## config.mk

```make
export PLATFORM = sky130hd
export DESIGN_NAME = i2cm_master_seq
export DESIGN_NICKNAME = d
export VERILOG_FILES = /design/src/hdl/i2cm_pkg.sv /design/src/hdl/i2cm_master_seq.sv /design/src/hdl/i2cm_baud_gen.sv
export SDC_FILE = /design/constraint.sdc
export NUM_CORES = 1
export LEC_CHECK = 0
export ABC_AREA = 1
export BUFFER_PORTS_ARGS = -buffer_cell sky130_fd_sc_hd__buf_2
export CAP_MARGIN = 20
export CORE_ASPECT_RATIO = 1.25
export CORE_UTILIZATION = 50
export DETAILED_ROUTE_END_ITERATION = 10
export PLACE_DENSITY = 0.75
export SYNTH_ARGS = -nofsm -noshare
export SYNTH_HDL_FRONTEND = slang
export SYNTH_SLANG_ARGS = --single-unit
```

## constraint.sdc

```tcl
create_clock -name clk -period 2.2 [get_ports clk]
set_input_delay 0.11 -clock clk [delete_from_list [all_inputs] [get_ports clk]]
set_output_delay 0.11 -clock clk [all_outputs]
set_load 0.02 [all_outputs]
```

## src/hdl/i2cm_pkg.sv

```systemverilog
// Constants, field layout and state encoding for the I2C master sequencer
package i2cm_pkg;

   // Wishbone byte addresses
   localparam logic [7:0] ADDR_CTRL   = 8'h00;
   localparam logic [7:0] ADDR_STATUS = 8'h04;
   localparam logic [7:0] ADDR_RXBUF  = 8'h08;
   localparam logic [7:0] ADDR_TXBUF  = 8'h0C;
   localparam logic [7:0] ADDR_BAUD   = 8'h10;

   // Control register fields
   localparam int CTRL_START_BIT   = 0;
   localparam int CTRL_RESTART_BIT = 1;
   localparam int CTRL_STOP_BIT    = 2;
   localparam int CTRL_RX_BIT      = 3;
   localparam int CTRL_ACK_BIT     = 4;
   localparam int CTRL_ACKDATA_BIT = 5;
   localparam int CTRL_SEQ_BITS    = 5;

   // Status register fields
   localparam int STAT_RXFULL_BIT  = 1;
   localparam int STAT_START_BIT   = 3;
   localparam int STAT_STOP_BIT    = 4;
   localparam int STAT_OVF_BIT     = 6;
   localparam int STAT_WCOL_BIT    = 7;
   localparam int STAT_IRQ_BIT     = 8;
   localparam int STAT_BUSY_BIT    = 14;

   // Baud generator
   localparam int              BAUD_W     = 16;
   localparam logic [BAUD_W-1:0] BAUD_RESET = 16'h0031;

   // Reset value and last receive bit index
   localparam logic [7:0] BYTE_RESET = 8'h00;
   localparam logic [2:0] LAST_BIT   = 3'h7;

   typedef enum logic [3:0] {
      I2CM_IDLE,
      I2CM_RX_LOW,
      I2CM_RX_WAIT,
      I2CM_RX_HIGH,
      I2CM_ACK_WAIT,
      I2CM_ACK_LOW,
      I2CM_ACK_HIGH,
      I2CM_STOP_A,
      I2CM_STOP_B,
      I2CM_STOP_C,
      I2CM_RS_PULL,
      I2CM_RS_SDA,
      I2CM_RS_WAIT,
      I2CM_RS_HOLD,
      I2CM_RS_LOW
   } i2cm_state_e;

endpackage

```

## src/hdl/i2cm_master_seq.sv

```systemverilog
// I2C master receive, acknowledge, stop and repeated-start sequencer
//
// Design decisions made here: the register offsets and the Wishbone slave port.
`timescale 1ns/10ps
`default_nettype none
module i2cm_master_seq
   import i2cm_pkg::*;
(
   // Clock and reset
   input  wire logic        clk,
   input  wire logic        reset_n,
   input  wire logic        ce,
   // Wishbone slave
   input  wire logic        wb_cyc_i,
   input  wire logic        wb_stb_i,
   input  wire logic        wb_we_i,
   input  wire logic [7:0]  wb_adr_i,
   input  wire logic [3:0]  wb_sel_i,
   input  wire logic [31:0] wb_dat_i,
   output logic [31:0]      wb_dat_o,
   output logic             wb_ack_o,
   // I2C pins
   input  wire logic        sclIn,
   output logic             sclOut,
   output logic             sclOe,
   input  wire logic        sdaIn,
   output logic             sdaOut,
   output logic             sdaOe,
   // Completion event
   output logic             master_irq
);
   import i2cm_pkg::*;

   typedef struct packed {
      i2cm_state_e         fsm;
      logic [4:0]          seq;
      logic                ackData;
      logic [7:0]          shift;
      logic [2:0]          bitCnt;
      logic [7:0]          rxBuf;
      logic [7:0]          txBuf;
      logic                rxFull, rxOvf, wcol, irqFlag;
      logic                startDet, stopDet;
      logic [BAUD_W-1:0]   baud;
      logic                sclMeta, sclSync, sclPrev;
      logic                sdaMeta, sdaSync, sdaPrev;
      logic                sclDrive, sdaDrive;
      logic                sclLevel, sdaLevel;
      logic                irq, ack;
      logic [31:0]         datO;
   } i2cm_regs_s;

   i2cm_regs_s stateReg;
   i2cm_regs_s stateNext;
   logic       baudRestart, baudTmo;
   logic       busy, take;
   logic       ctrlWr, statWr, txWr, rxRd;
   logic       rxDone;
   logic       stopEdge, startEdge;
   logic [31:0] rdData;

   i2cm_baud_gen #(
      .WIDTH       (BAUD_W)
   ) baudGen (
      .clk         (clk),
      .reset_n     (reset_n),
      .ce          (ce),
      .reloadValue (stateReg.baud),
      .restart     (baudRestart),
      .timeout     (baudTmo)
   );

   assign busy      = |stateReg.seq;
   assign take      = wb_cyc_i && wb_stb_i && !stateReg.ack;
   assign ctrlWr    = take && wb_we_i && wb_sel_i[0] && wb_adr_i == ADDR_CTRL;
   assign statWr    = take && wb_we_i && wb_sel_i[0] && wb_adr_i == ADDR_STATUS;
   assign txWr      = take && wb_we_i && wb_sel_i[0] && wb_adr_i == ADDR_TXBUF;
   assign rxRd      = take && !wb_we_i && wb_adr_i == ADDR_RXBUF;
   assign rxDone    = stateReg.fsm == I2CM_RX_HIGH && baudTmo
                      && stateReg.bitCnt == LAST_BIT;
   // Bus conditions seen by the slave-side monitor
   assign stopEdge  = stateReg.sclSync && stateReg.sclPrev
                      && stateReg.sdaSync && !stateReg.sdaPrev;
   assign startEdge = stateReg.sclSync && stateReg.sclPrev
                      && !stateReg.sdaSync && stateReg.sdaPrev;

   always_comb begin
      rdData = '0;
      unique case (wb_adr_i)
         ADDR_CTRL: begin
            rdData[4:0]              = stateReg.seq;
            rdData[CTRL_ACKDATA_BIT] = stateReg.ackData;
         end
         ADDR_STATUS: begin
            rdData[STAT_RXFULL_BIT] = stateReg.rxFull;
            rdData[STAT_START_BIT]  = stateReg.startDet;
            rdData[STAT_STOP_BIT]   = stateReg.stopDet;
            rdData[STAT_OVF_BIT]    = stateReg.rxOvf;
            rdData[STAT_WCOL_BIT]   = stateReg.wcol;
            rdData[STAT_IRQ_BIT]    = stateReg.irqFlag;
            rdData[STAT_BUSY_BIT]   = busy;
         end
         ADDR_RXBUF: rdData[7:0] = stateReg.rxBuf;
         ADDR_TXBUF: rdData[7:0] = stateReg.txBuf;
         ADDR_BAUD:  rdData[BAUD_W-1:0] = stateReg.baud;
         default:    rdData = '0;
      endcase
   end

   always_comb begin
      stateNext   = stateReg;
      baudRestart = 1'b0;
      stateNext.irq = 1'b0;
      // Two-stage synchronisers on the open-drain lines
      stateNext.sclMeta = sclIn;
      stateNext.sclSync = stateReg.sclMeta;
      stateNext.sclPrev = stateReg.sclSync;
      stateNext.sdaMeta = sdaIn;
      stateNext.sdaSync = stateReg.sdaMeta;
      stateNext.sdaPrev = stateReg.sdaSync;

      // Bus access: answer one cycle after the request, unmapped reads zero
      stateNext.ack = take;
      if (take) begin
         stateNext.datO = rdData;
      end
      if (rxRd) begin
         stateNext.rxFull = 1'b0;
      end
      if (ctrlWr) begin
         stateNext.ackData = wb_dat_i[CTRL_ACKDATA_BIT];
         if (!busy) begin
            // Start generation is not in this block, so bit 0 stays clear
            stateNext.seq = {wb_dat_i[CTRL_SEQ_BITS-1:1], 1'b0};
         end
      end
      if (statWr) begin
         // Sticky flags clear on a written zero
         if (!wb_dat_i[STAT_OVF_BIT])  stateNext.rxOvf   = 1'b0;
         if (!wb_dat_i[STAT_WCOL_BIT]) stateNext.wcol    = 1'b0;
         if (!wb_dat_i[STAT_IRQ_BIT])  stateNext.irqFlag = 1'b0;
      end
      if (take && wb_we_i && wb_adr_i == ADDR_BAUD) begin
         if (wb_sel_i[0]) stateNext.baud[7:0]  = wb_dat_i[7:0];
         if (wb_sel_i[1]) stateNext.baud[15:8] = wb_dat_i[15:8];
      end
      if (txWr) begin
         if (busy) begin
            stateNext.wcol = 1'b1;
         end else begin
            stateNext.txBuf = wb_dat_i[7:0];
         end
      end

      // Slave-side bus monitor
      if (stopEdge) begin
         stateNext.stopDet  = 1'b1;
         stateNext.startDet = 1'b0;
      end else if (startEdge) begin
         stateNext.startDet = 1'b1;
         stateNext.stopDet  = 1'b0;
      end

      unique case (stateReg.fsm)
         I2CM_IDLE: begin
            if (stateReg.seq[CTRL_RESTART_BIT]) begin
               stateNext.sclDrive = 1'b1;
               stateNext.sdaDrive = 1'b0;
               stateNext.fsm      = I2CM_RS_PULL;
            end else if (stateReg.seq[CTRL_STOP_BIT]) begin
               stateNext.sdaDrive = 1'b1;
               baudRestart        = 1'b1;
               stateNext.fsm      = I2CM_STOP_A;
            end else if (stateReg.seq[CTRL_RX_BIT]) begin
               stateNext.sclDrive = 1'b1;
               stateNext.sdaDrive = 1'b0;
               stateNext.bitCnt   = '0;
               baudRestart        = 1'b1;
               stateNext.fsm      = I2CM_RX_LOW;
            end else if (stateReg.seq[CTRL_ACK_BIT]) begin
               stateNext.sclDrive = 1'b1;
               stateNext.fsm      = I2CM_ACK_WAIT;
            end
         end
         I2CM_RX_LOW: if (baudTmo) begin
            stateNext.sclDrive = 1'b0;
            stateNext.fsm      = I2CM_RX_WAIT;
         end
         // A stretching slave holds the line; count only after release
         I2CM_RX_WAIT: if (stateReg.sclSync) begin
            baudRestart   = 1'b1;
            stateNext.fsm = I2CM_RX_HIGH;
         end
         I2CM_RX_HIGH: if (baudTmo) begin
            stateNext.shift    = {stateReg.shift[6:0], stateReg.sdaSync};
            stateNext.sclDrive = 1'b1;
            stateNext.bitCnt   = stateReg.bitCnt + 1'b1;
            stateNext.fsm      = I2CM_RX_LOW;
            if (rxDone) begin
               stateNext.seq[CTRL_RX_BIT] = 1'b0;
               stateNext.irq = 1'b1;
               stateNext.fsm = I2CM_IDLE;
               // A read in this same cycle frees the buffer first
               if (stateReg.rxFull && !rxRd) begin
                  stateNext.rxOvf = 1'b1;
               end else begin
                  stateNext.rxBuf  = {stateReg.shift[6:0], stateReg.sdaSync};
                  stateNext.rxFull = 1'b1;
               end
            end
         end
         I2CM_ACK_WAIT: if (!stateReg.sclSync) begin
            stateNext.sdaDrive = !stateReg.ackData;
            baudRestart        = 1'b1;
            stateNext.fsm      = I2CM_ACK_LOW;
         end
         I2CM_ACK_LOW: if (baudTmo) begin
            stateNext.sclDrive = 1'b0;
            stateNext.fsm      = I2CM_ACK_HIGH;
         end
         I2CM_ACK_HIGH: if (baudTmo) begin
            stateNext.sclDrive          = 1'b1;
            stateNext.sdaDrive          = 1'b0;
            stateNext.seq[CTRL_ACK_BIT] = 1'b0;
            stateNext.irq               = 1'b1;
            stateNext.fsm               = I2CM_IDLE;
         end
         I2CM_STOP_A: if (baudTmo) begin
            stateNext.sclDrive = 1'b0;
            stateNext.fsm      = I2CM_STOP_B;
         end
         I2CM_STOP_B: if (baudTmo) begin
            stateNext.sdaDrive = 1'b0;
            stateNext.fsm      = I2CM_STOP_C;
         end
         I2CM_STOP_C: if (baudTmo) begin
            stateNext.seq[CTRL_STOP_BIT] = 1'b0;
            stateNext.irq                = 1'b1;
            stateNext.fsm                = I2CM_IDLE;
         end
         I2CM_RS_PULL: if (!stateReg.sclSync) begin
            baudRestart   = 1'b1;
            stateNext.fsm = I2CM_RS_SDA;
         end
         // Held here while a slave still pulls SDA low
         I2CM_RS_SDA: if (baudTmo && stateReg.sdaSync) begin
            stateNext.sclDrive = 1'b0;
            stateNext.fsm      = I2CM_RS_WAIT;
         end
         I2CM_RS_WAIT: if (stateReg.sclSync) begin
            baudRestart   = 1'b1;
            stateNext.fsm = I2CM_RS_HOLD;
         end
         I2CM_RS_HOLD: if (!stateReg.sclSync || !stateReg.sdaSync) begin
            baudRestart = 1'b1;
         end else if (baudTmo) begin
            stateNext.sdaDrive = 1'b1;
            stateNext.fsm      = I2CM_RS_LOW;
         end
         I2CM_RS_LOW: if (baudTmo) begin
            stateNext.sclDrive               = 1'b1;
            stateNext.seq[CTRL_RESTART_BIT]  = 1'b0;
            stateNext.irq                    = 1'b1;
            stateNext.fsm                    = I2CM_IDLE;
         end
         default: stateNext.fsm = I2CM_IDLE;
      endcase
      if (stateNext.irq) begin
         stateNext.irqFlag = 1'b1;
      end
   end

   always_ff @(posedge clk) begin
      if (!reset_n) begin
         stateReg          <= '0;
         stateReg.fsm      <= I2CM_IDLE;
         stateReg.baud     <= BAUD_RESET;
         stateReg.rxBuf    <= BYTE_RESET;
         stateReg.txBuf    <= BYTE_RESET;
         stateReg.sclMeta  <= 1'b1;
         stateReg.sclSync  <= 1'b1;
         stateReg.sclPrev  <= 1'b1;
         stateReg.sdaMeta  <= 1'b1;
         stateReg.sdaSync  <= 1'b1;
         stateReg.sdaPrev  <= 1'b1;
      end else if (ce) begin
         stateReg <= stateNext;
      end
   end

   assign wb_dat_o   = stateReg.datO;
   assign wb_ack_o   = stateReg.ack;
   assign sclOut     = stateReg.sclLevel;
   assign sclOe      = stateReg.sclDrive;
   assign sdaOut     = stateReg.sdaLevel;
   assign sdaOe      = stateReg.sdaDrive;
   assign master_irq = stateReg.irq;
endmodule
`default_nettype wire

```

## src/hdl/i2cm_baud_gen.sv

```systemverilog
// Baud period counter with restart and one-cycle timeout pulse
`timescale 1ns/10ps
`default_nettype none
module i2cm_baud_gen #(
   parameter int WIDTH = 16
) (
   // Clock and reset
   input  wire logic             clk,
   input  wire logic             reset_n,
   input  wire logic             ce,
   // Control
   input  wire logic [WIDTH-1:0] reloadValue,
   input  wire logic             restart,
   // Event
   output logic                  timeout
);
   typedef struct packed {
      logic [WIDTH-1:0] count;
      logic             tmo;
   } i2cm_baud_s;

   i2cm_baud_s baudReg;
   i2cm_baud_s baudNext;

   always_comb begin
      baudNext     = baudReg;
      baudNext.tmo = 1'b0;
      if (restart) begin
         baudNext.count = reloadValue;
      end else if (baudReg.count == '0) begin
         baudNext.tmo   = 1'b1;
         baudNext.count = reloadValue;
      end else begin
         baudNext.count = baudReg.count - 1'b1;
      end
   end

   always_ff @(posedge clk) begin
      if (!reset_n) begin
         baudReg <= '0;
      end else if (ce) begin
         baudReg <= baudNext;
      end
   end

   assign timeout = baudReg.tmo;
endmodule
`default_nettype wire

```

==> reports/results.ini <==
[placed_design]
place_congestion=0.915
place_inst=973
dp_hpwl_um=10100
io_buffer_count=53

[worst_setup_path]
crit_fanout=12
crit_arrival_ps=2090
r2r_start=stateReg[101]
ff2ff_path_depth=10
critPathCapture=baudGen.baudReg[15]
cp-startpoint=stateReg[101]
crit_buf_inv=2
start_kind=flop
cp_slowest_cell=dfxtp_1
slowest_delay_ps=440
rr_endpoint=baudGen.baudReg[15]
rrSetupSlack_ps=330
required_ps=2430
critPathTopFamily=simple AND/OR/NAND/NOR gates
path_depth=10
critPathMostFrequentCell=nand2_1
end_kind=flop
cp_cell_sequence=inv_1 -> nor2_2 -> nand2_1 -> nand2_1 -> a21oi_1 -> nand3_1 -> buf_4 -> nand2_1 -> nand3_1 -> a21oi_1
path_class=flop to flop

[cells_and_area]
nFillCells=1027
multi_input_area_um2=2710
syn_to_final_growth_pct=10.7
nets=913
antennaDiodeCount=0
final_cells=991
layout-drive-gt1-share=0.121
mostFrequentLayoutCells=208 x nand2_1, 100 x dfxtp_1, 91 x inv_1
final_common_cell=nand2_1
ff_latch_area_um2=2000

[floorplanning]
core-area_um2=10300
dieHeight_um=118
rows=41
dieArea_um2=11200
initial_utilization=0.523
pin_count=90
fp.dieW_um=94.7

[sta]
fin_crit_ps=1870
relSlewSlack=0.549
finalHoldViolCount=0
tns_ps=0
skew_ps=11.1
finalCritPeriodShare=0.849
worst_slew_pin_slew_ps=672
slew_viol_final=0
setup_violations=0
rsz0062_at_grt=no
clock.fmax_mhz=536

[detailed_routing]
viasPerCell=5.33
wl_um=13800
drt-initial-drc-count=304
vias=5284
first_pass_iters=5
final_antenna_net_count=0
drcViolationCount=0
wire_per_inst_um=13.9

[power]
seqPwrFrac=0.314
combPwrFrac=0.443
powerDensity_nw_per_um2=1170
ir_worst_vdd_uv=533
power_switching_mw=2.97
switching_share=0.426
leakage_nw=2.73
p_clk_frac=0.243
p_int_mw=4.00

[yosys]
postSynthCellCount=819
syn-cell-area_um2=5370
synth_warnings=0
synth_seq_cells=100
avgSynthCellArea_um2=6.56
yosysSeqAreaShare=0.373
ys_types=33

[cts]
post_cts_buffers=0
cts-root-buf=clkbuf_16
clock_latency_ps=350
cts_htree_levels=3
cts_sinks=100
ctsResizeCount=0
cts-hold-fix-buffers=2
cts.reportedPaths.clkPinSlew_ps=70
clk_path_buf_depth=2
cts_tree=yes
cts_buffers=9

[global_route]
met2_usage=0.418
grt_overflow_total=0
grt_max_degree=47
globalRouteMet3Util=0.0304
antenna_found_initial=0
first_global_vias=4819
grt_most_used_layer=met2
gr-usage-met1=0.326
grt_pass1_wl_um=22700
grt_use_total=0.257

[run]
drv_cap=0

[outcome]
outcome=complete, no violations

[min_path]
holdPathStages=3
hp-class=input port to flop

-- worst register-to-register path: stages, from the launching register on --
cell	delay, ps
dfxtp_1	440
inv_1	160
nor2_2	230
nand2_1	140
nand2_1	130
a21oi_1	70
nand3_1	60
buf_4	200
nand2_1	130
nand3_1	110
a21oi_1	60
-- sequential cells by signal (all words and copies together) (netlist names) --
register	flops
baudGen.baudReg	16
baudGen.timeout	1
master_irq	1
sclOe	1
sdaOe	1
stateNext	4
stateReg	59
wb_ack_o	1
wb_dat_o	16
-- area by class of cell --
cell class,count,share of cell area
Clock buffer,9,0.0379
Sequential cell,100,0.337
Clock inverter,7,0.0151
Multi-Input combinational cell,581,0.455
Tap cell,129,0.0271
Inverter,96,0.0606
Timing Repair Buffer,69,0.0677
-- worst min-delay path by stage --
stage | startpoint | end | slack (ps)
2_1_floorplan | sdaIn | stateNext[39] | 240
3_3_place_gp | sclIn | stateNext[42] | 330
3_5_place_dp | sclIn | stateNext[42] | 330
4_1_cts | wb_dat_i[0] | stateReg[44] | 30
5_1_grt | wb_dat_i[9] | stateReg[53] | 40
6_report | wb_dat_i[0] | stateReg[44] | 30
-- Yosys cell counts, drive strengths merged --
master	instances	area share
a21oi	82	0.076
clkbuf	16	0.011
o22ai	4	0.0047
nand2	212	0.15
nand3b	3	0.0042
a31oi	2	0.0023
xnor2	3	0.0049
o211ai	4	0.0056
buf	43	0.057
nor2	86	0.066
nor3	9	0.0093
nand4	9	0.010
a22oi	4	0.0056
ha	4	0.0093
nand3	65	0.062
xor2	2	0.0033
dfxtp	100	0.37
o31ai	4	0.0056
inv	96	0.067
o21ai	55	0.051
a211oi	14	0.020
conb	1	0.00070
o21bai	1	0.0014
-- power groups by stage --
stage          combinational [mW]  sequential, mW  clock, mW
2_1_floorplan                2.37            2.19          0
3_3_place_gp                 3.01            2.23          0
3_5_place_dp                 3.03            2.23          0
4_1_cts                      3.06            2.19       1.72
5_1_grt                      3.59            2.21       1.79
6_report                     3.08            2.19       1.70
-- stage by stage --
stage	hold slack (ps)	setup WS, ps	instance area (um^2)	util	power, mW
after global routing	43.7	121	5950	0.580	7.60
after global placement	326	400	5610	0.547	5.24
after CTS	35.0	380	5950	0.580	6.96
after floorplan	236	660	5430	-	4.56
final	33.1	333	5950	0.580	6.97
after detailed placement	330	399	5610	0.547	5.26
-- logic make-up after synthesis --
| logic type | after synthesis | synth area share |
|---|---|---|
| compound gates | 170 | 0.172 |
| simple gates | 384 | 0.301 |
| buf+inv | 155 | 0.135 |
| other cells | 1 | 0.000698 |
| fa+ha+maj | 4 | 0.00932 |
| flops | 100 | 0.373 |
| xor+xnor | 5 | 0.00816 |
-- routing by layer --
metal  up-vias  part of all wire
li1       2689                 -
met1      2378              0.43
met2       172              0.48
met3        45             0.049
met4         0             0.043
met5         -                 0
Power figures use the tool's default switching activity.
